<file path="config.mk">
export PLATFORM = sky130hd
export DESIGN_NAME = bank_addr_select
export DESIGN_NICKNAME = d
export VERILOG_FILES = /design/src/bank_addr_pkg.sv /design/src/bank_addr_if.sv /design/src/bank_mem_gate.sv /design/src/bank_addr_select.sv
export SDC_FILE = /design/constraint.sdc
export NUM_CORES = 1
export LEC_CHECK = 0
export BUFFER_PORTS_ARGS = -buffer_cell sky130_fd_sc_hd__buf_2
export CAP_MARGIN = 20
export CORE_ASPECT_RATIO = 1.1
export CORE_MARGIN = 2
export CORE_UTILIZATION = 41
export DETAILED_ROUTE_END_ITERATION = 12
export PLACE_DENSITY = 0.74
export SLEW_MARGIN = 20
export SYNTH_ARGS = -nofsm -noshare
export SYNTH_HDL_FRONTEND = slang
export SYNTH_SLANG_ARGS = --single-unit
</file>
<file path="constraint.sdc">
create_clock -name i_clk -period 1.44 [get_ports i_clk]
set_input_delay 0.072 -clock i_clk [delete_from_list [all_inputs] [get_ports i_clk]]
set_output_delay 0.072 -clock i_clk [all_outputs]
set_load 0.01 [all_outputs]
</file>
<file path="src/bank_addr_pkg.sv">
package bank_addr_pkg;

    // Address geometry
    localparam int          ADDR_W          = 12;
    localparam int          OFFS_W          = 8;
    localparam int          BANK_W          = 4;
    localparam int          DATA_W          = 8;
    localparam int          BANK_COUNT      = 16;

    // Access window split: offsets below this go to bank 0, the rest to bank 15
    localparam logic [7:0]  WINDOW_SPLIT    = 8'h60;
    localparam logic [3:0]  WINDOW_LOW_BANK = 4'h0;
    localparam logic [3:0]  WINDOW_HI_BANK  = 4'hf;

    // Bank pointer layout and reset value
    localparam logic [7:0]  BANK_PTR_RESET  = 8'h00;
    localparam logic [3:0]  BANK_PTR_UPPER  = 4'h0;

    // Default implemented-bank map: banks 0..5 and 15
    localparam logic [15:0] BANK_IMPL_DEFAULT = 16'h803f;

    // Access kinds presented by the decoder
    typedef enum logic [1:0]
    {
        ACC_NONE   = 2'b00,
        ACC_FILE   = 2'b01,
        ACC_MOVE   = 2'b11
    } acc_kind_t;

endpackage : bank_addr_pkg

</file>
<file path="src/bank_addr_if.sv">
`timescale 1ns/100ps
// Request from the address former to the memory gate
interface bank_addr_if;
    import bank_addr_pkg::*;
    logic [ADDR_W-1:0] addr;
    logic              rd;
    logic              wr;
    logic [DATA_W-1:0] wdata;
    modport src  (output addr, output rd, output wr, output wdata);
    modport sink (input addr, input rd, input wr, input wdata);
endinterface : bank_addr_if

</file>
<file path="src/bank_mem_gate.sv">
`timescale 1ns/100ps
// Gates RAM strobes and read data on whether the target bank exists
module bank_mem_gate
    import bank_addr_pkg::*;
#(
    parameter logic [BANK_COUNT-1:0] BANK_IMPL = BANK_IMPL_DEFAULT
)
(
    bank_addr_if.sink           req,           // Formed access
    input  wire logic [DATA_W-1:0] i_ram_rdata, // Raw RAM data
    output logic                o_ram_wr,      // Gated write strobe
    output logic                o_ram_rd,      // Gated read strobe
    output logic [DATA_W-1:0]   o_rdata,       // Read value seen by core
    output logic                o_impl         // Target bank exists
);
    logic [BANK_W-1:0] bank;

    // Missing banks read zero and swallow writes
    always_comb
    begin
        bank     = req.addr[ADDR_W-1 -: BANK_W];
        o_impl   = BANK_IMPL[bank];
        o_ram_wr = req.wr & o_impl;
        o_ram_rd = req.rd & o_impl;
        o_rdata  = o_impl ? i_ram_rdata : {DATA_W{1'b0}};
    end
endmodule : bank_mem_gate

</file>
<file path="src/bank_addr_select.sv">
`timescale 1ns/100ps
module bank_addr_select
    import bank_addr_pkg::*;
#(
    parameter logic [BANK_COUNT-1:0] BANK_IMPL = BANK_IMPL_DEFAULT
)
(
    input  wire logic                i_clk,         // Core clock
    input  wire logic                i_rst,         // Async reset, high
    input  wire logic                i_valid,       // Decoded access this cycle
    input  wire acc_kind_t           i_kind,        // File or move access
    input  wire logic                i_access_sel,  // Instruction a bit, 0 = window
    input  wire logic [OFFS_W-1:0]   i_file_offs,   // 8-bit file field
    input  wire logic [ADDR_W-1:0]   i_move_addr,   // Full address for moves
    input  wire logic                i_rd,          // Read requested
    input  wire logic                i_wr,          // Write requested
    input  wire logic [DATA_W-1:0]   i_wdata,       // Write data
    input  wire logic                i_lbl,         // Load-bank-literal instruction
    input  wire logic [DATA_W-1:0]   i_lbl_value,   // Its immediate
    input  wire logic                i_bp_wr,       // Register write to bank pointer
    input  wire logic [DATA_W-1:0]   i_bp_wdata,    // Its data
    input  wire logic [DATA_W-1:0]   i_ram_rdata,   // RAM read data
    output logic [ADDR_W-1:0]        o_ram_addr,    // RAM address
    output logic                     o_ram_rd,      // RAM read strobe
    output logic                     o_ram_wr,      // RAM write strobe
    output logic [DATA_W-1:0]        o_ram_wdata,   // RAM write data
    output logic [DATA_W-1:0]        o_rdata,       // Read data to ALU
    output logic                     o_flag_upd,    // ALU flags may update
    output logic                     o_bank_miss,   // Last access hit missing bank
    output logic [DATA_W-1:0]        o_bank_ptr     // Bank pointer readback
);
    logic [BANK_W-1:0]  bank_ptr_reg;
    logic [BANK_W-1:0]  bank_ptr_next;
    logic [ADDR_W-1:0]  addr_reg;
    logic [ADDR_W-1:0]  addr_next;
    logic               rd_reg;
    logic               rd_next;
    logic               wr_reg;
    logic               wr_next;
    logic [DATA_W-1:0]  wdata_reg;
    logic [DATA_W-1:0]  wdata_next;
    logic [DATA_W-1:0]  rdata_reg;
    logic               flag_reg;
    logic               flag_next;
    logic               miss_reg;
    logic               miss_next;
    logic               ram_rd_reg;
    logic               ram_rd_next;
    logic               ram_wr_reg;
    logic               ram_wr_next;
    logic [DATA_W-1:0]  rdata_next;
    logic [DATA_W-1:0]  gate_rdata;
    logic               gate_impl;
    logic               gate_rd;
    logic               gate_wr;

    bank_addr_if req_if ();

    // Bank pointer: literal load wins over a register write in the same cycle
    always_comb
    begin
        bank_ptr_next = bank_ptr_reg;
        if (i_lbl)
        begin
            bank_ptr_next = i_lbl_value[BANK_W-1:0];
        end
        else if (i_bp_wr)
        begin
            bank_ptr_next = i_bp_wdata[BANK_W-1:0];
        end
    end

    // Address forming; only four bits are stored so the upper nibble cannot be set
    always_comb
    begin
        addr_next  = addr_reg;
        rd_next    = 1'b0;
        wr_next    = 1'b0;
        wdata_next = wdata_reg;
        flag_next  = 1'b0;
        if (i_valid && i_kind != ACC_NONE)
        begin
            rd_next    = i_rd;
            wr_next    = i_wr;
            wdata_next = i_wdata;
            flag_next  = 1'b1;
            if (i_kind == ACC_MOVE)
            begin
                addr_next = i_move_addr;
            end
            else if (!i_access_sel)
            begin
                // Window: low 96 from bank 0, then bank 15 special registers
                if (i_file_offs < WINDOW_SPLIT)
                begin
                    addr_next = {WINDOW_LOW_BANK, i_file_offs};
                end
                else
                begin
                    addr_next = {WINDOW_HI_BANK, i_file_offs};
                end
            end
            else
            begin
                addr_next = {bank_ptr_reg, i_file_offs};
            end
        end
    end

    // Request state registers
    always_ff @(posedge i_clk or posedge i_rst)
    begin
        if (i_rst)
        begin
            bank_ptr_reg <= BANK_PTR_RESET[BANK_W-1:0];
            addr_reg     <= '0;
            rd_reg       <= 1'b0;
            wr_reg       <= 1'b0;
            wdata_reg    <= '0;
            flag_reg     <= 1'b0;
        end
        else
        begin
            bank_ptr_reg <= bank_ptr_next;
            addr_reg     <= addr_next;
            rd_reg       <= rd_next;
            wr_reg       <= wr_next;
            wdata_reg    <= wdata_next;
            flag_reg     <= flag_next;
        end
    end

    assign req_if.addr  = addr_reg;
    assign req_if.rd    = rd_reg;
    assign req_if.wr    = wr_reg;
    assign req_if.wdata = wdata_reg;

    bank_mem_gate #(
        .BANK_IMPL (BANK_IMPL)
    ) u_gate (
        .req         (req_if.sink),
        .i_ram_rdata (i_ram_rdata),
        .o_ram_wr    (gate_wr),
        .o_ram_rd    (gate_rd),
        .o_rdata     (gate_rdata),
        .o_impl      (gate_impl)
    );

    // Output stage next values; a missing bank only counts for a real read or write
    always_comb
    begin
        ram_rd_next = gate_rd;
        ram_wr_next = gate_wr;
        rdata_next  = gate_rdata;
        miss_next   = (rd_reg | wr_reg) & ~gate_impl;
    end

    // Gated strobes and data registered so every output leaves a flip-flop
    always_ff @(posedge i_clk or posedge i_rst)
    begin
        if (i_rst)
        begin
            ram_rd_reg <= 1'b0;
            ram_wr_reg <= 1'b0;
            rdata_reg  <= '0;
            miss_reg   <= 1'b0;
        end
        else
        begin
            ram_rd_reg <= ram_rd_next;
            ram_wr_reg <= ram_wr_next;
            rdata_reg  <= rdata_next;
            miss_reg   <= miss_next;
        end
    end

    // Address and data delayed one stage to line up with the gated strobes
    logic [ADDR_W-1:0] ram_addr_reg;
    logic [ADDR_W-1:0] ram_addr_next;
    logic [DATA_W-1:0] ram_wdata_reg;
    logic [DATA_W-1:0] ram_wdata_next;
    logic              flag_out_reg;
    logic              flag_out_next;

    // Plain copy, so a pointer change never bends an access already in flight
    always_comb
    begin
        ram_addr_next  = addr_reg;
        ram_wdata_next = wdata_reg;
        flag_out_next  = flag_reg;
    end

    // Delay stage registers
    always_ff @(posedge i_clk or posedge i_rst)
    begin
        if (i_rst)
        begin
            ram_addr_reg  <= '0;
            ram_wdata_reg <= '0;
            flag_out_reg  <= 1'b0;
        end
        else
        begin
            ram_addr_reg  <= ram_addr_next;
            ram_wdata_reg <= ram_wdata_next;
            flag_out_reg  <= flag_out_next;
        end
    end

    assign o_ram_addr  = ram_addr_reg;
    assign o_ram_rd    = ram_rd_reg;
    assign o_ram_wr    = ram_wr_reg;
    assign o_ram_wdata = ram_wdata_reg;
    assign o_rdata     = rdata_reg;
    assign o_flag_upd  = flag_out_reg;
    assign o_bank_miss = miss_reg;
    assign o_bank_ptr  = {BANK_PTR_UPPER, bank_ptr_reg};
endmodule : bank_addr_select

</file>
==> impl_metrics.yaml <==
cells_and_area:
  final_util_pct: 59.08
  antennaDiodeCount: 0
  nNetsFinal: 360
  synthToLayoutAreaGrowth_pct: 41.05
  final_cell_count_no_fill: 377
  drive_gt1_share_pct: 37.42
floorplan:
  dieArea_um2: 6009
  die-width_um: 74.10
  io_pins: 102
  die_h_um: 81.11
  core_area_um2: 5290
  start_util_pct: 41.89
  rows: 28
timing:
  fin_worst_skew_ns: 0.005678
  setup_viol: 0
  post-route-min-period_ns: 1.052
  tns_ns: 0
  max_freq_mhz: 950.2
  hold-worst-slack_ns: 0.03124
  drv_slew: 0
  rsz0062_at_grt: "no"
  finalHoldViolCount: 0
  fin_crit_sh_pct: 73.08
clocking:
  postCtsSetupRepairBufs: 0
  cts.repair.resized: 0
  clock_path_buffers: 2
  clkTransAtPathRegs_ns: 0.06
  numClockSinks: 59
  htreeDepth: 3
  clkLatencyLatePin_ns: 0.32
  cts_made_buffers: 9
  cts_tree: "yes"
  cts_root_buf: "clkbuf_8"
global_route:
  grt_util_all_layers_pct: 17.53
  grt_max_degree: 29
  antenna_found_initial: 0
  grt_overflow: 0
  grt_pass1_wl_um: 7838
  first_global_vias: 1677
synthesis:
  synthArstFlopShare_pct: 100.0
  syn-cell-area_um2: 2216
  yosys.area_share.simple_pct: 11.74
  syn_avg_cell_area_um2: 12.31
  synthDistinctLibCells: 20
  synth_fa_ha_area_share_pct: 0
  synth_top_area_cell: "dfrtp_1"
  synth.most_common_cell: "dfrtp_1"
  synth_xor_area_share_pct: 0
  synth_compound_area_share_pct: 11.07
  synth_flop_cell: "dfrtp_1"
  synthCells: 180
  synth.area.mux_share_pct: 5.872
  synth_top_family_by_area: "simple AND/OR/NAND/NOR gates"
  yosys-top-cells-count: "dfrtp_1 (59), nand2_1 (38), mux2i_1 (13), and2_1 (12), a21oi_1 (9)"
  ys_seq_area_share_pct: 66.63
  synth_top_area_share_pct: 66.63
  synth_edf_count: 0
  ys_ff_latch: 59
  synth_area_leaders: "dfrtp_1 (67%), nand2_1 (6.4%), mux2i_1 (5.9%), a32o_1 (3.6%), and2_1 (3.4%)"
  yosysWarnings: 0
critical_path:
  worst-path-max-fanout: 11
  path_class: "reg2reg"
  cp_num_buf_inv: 1
  cp_cell_sequence: "nand2_1 > mux2i_1 > buf_4 > and2_1"
  endpoint_kind: "register"
  cp_slowest_stage_delay_ns: 0.40
  path_delay_family: "flip-flops"
  worstPathRequired_ns: 1.70
  crit_path_start_kind: "register"
  crit_slowest_cell: "dfrtp_1"
  cp.arrival_ns: 1.31
detailed_routing:
  wl_per_cell_um: 13.03
  drt_iter0_drc: 107
  ant_nets: 0
  drc_errors: 0
  vias_per_cell: 4.581
  drt_first_pass_iters: 4
  dr_total_vias: 1727
  wl_um: 4912
pwr:
  power_w: 0.003819
  cellLeakagePower_nw: 1.638
  ir_drop_mv: 0.4890
  powerDensity_nw_per_um2: 1222
run_status:
  status: "finished clean"
placed_design:
  place_hpwl_um: 3127
  dp_cells: 339
  port-buffer-count: 89
  gp_congestion: 0.7793
worst_hold_path:
  hold_class: "in2reg"
flow_run:
  cap_violations: 0
-- path summary, 6_finish.rpt --
check | from | endpoint | slack (ns) | depth (start not counted)
setup reg to reg | addr_reg[10] | o_ram_wr | 0.39 | 4
min in group asynchronous | i_rst | o_ram_addr[0] | 0.28 | 3
hold reg to reg | flag_out_next | o_flag_upd | 0.35 | 0
hold / removal | i_lbl | bank_ptr_reg[2] | 0.03 | 2
setup / recovery | addr_reg[10] | o_ram_wr | 0.39 | 4
max in group asynchronous | i_rst | o_rdata[3] | 0.64 | 4
-- worst reg2reg max path, cell delays in order, from the launching register on --
cell and delay [ns]:
dfrtp_1 0.40, nand2_1 0.09, mux2i_1 0.18, buf_4 0.18
and2_1 0.15
-- placed cells by master, fill, tap and decap left out, drive strengths merged --
cell type	instances
a32o	8
nor2	2
clkbuf	12
dlygate4sd3	23
o21ai	9
nand2	38
buf	95
inv	1
clkinvlp	1
clkinv	3
a2bb2oi	1
mux2i	13
and2	12
a21oi	9
dfrtp	59
nand4b	4
a21o	8
conb	4
-- final cells by class --
type                    count  area, um^2
fillers                   428        2165
flip-flops and latches     59        1476
clock inverters             3       15.01
multi-input cells         108       650.6
clock buffers              12       145.1
repair buffers            118       733.2
well taps                  75       93.84
inverters                   2       11.26
-- through the flow --
stage                     worst slack, ns  cell area (um^2)
final                              0.3876              3126
after CTS                          0.3769              3126
after floorplan                    0.4706              2231
after global placement             0.2803              2735
after global routing               0.3039              3126
after detailed placement           0.2297              2735
-- what timing repair did --
action                                 CTS  global route
setup endpoints to repair                0             0
hold buffers                            23             0
endpoints found under the hold margin   37             0
-- power by group --
group	switching [W]	internal (W)	total, W
Clock	0.000587	0.000653	0.00124
Combinational	0.000328	0.000308	0.000636
Sequential	0.0000800	0.00186	0.00194
-- kinds of logic after synthesis --
kind of cell | count (synthesis)
compound gates | 35
simple gates | 56
mux | 13
other cells | 1
flops | 59
buf+inv | 16
-- metal layers --
metal / vias to the layer above / GRT usage, % / share of wire (%) / wire (um)
met5: - / 0 / 0 / 0
met4: 0 / 7.091 / 1.7 / 82
met3: 8 / 5.211 / 8.5 / 418
met2: 83 / 27.50 / 46 / 2257
met1: 802 / 22.72 / 44 / 2153
li1: 834 / - / - / -
Power figures use the tool's default switching activity.
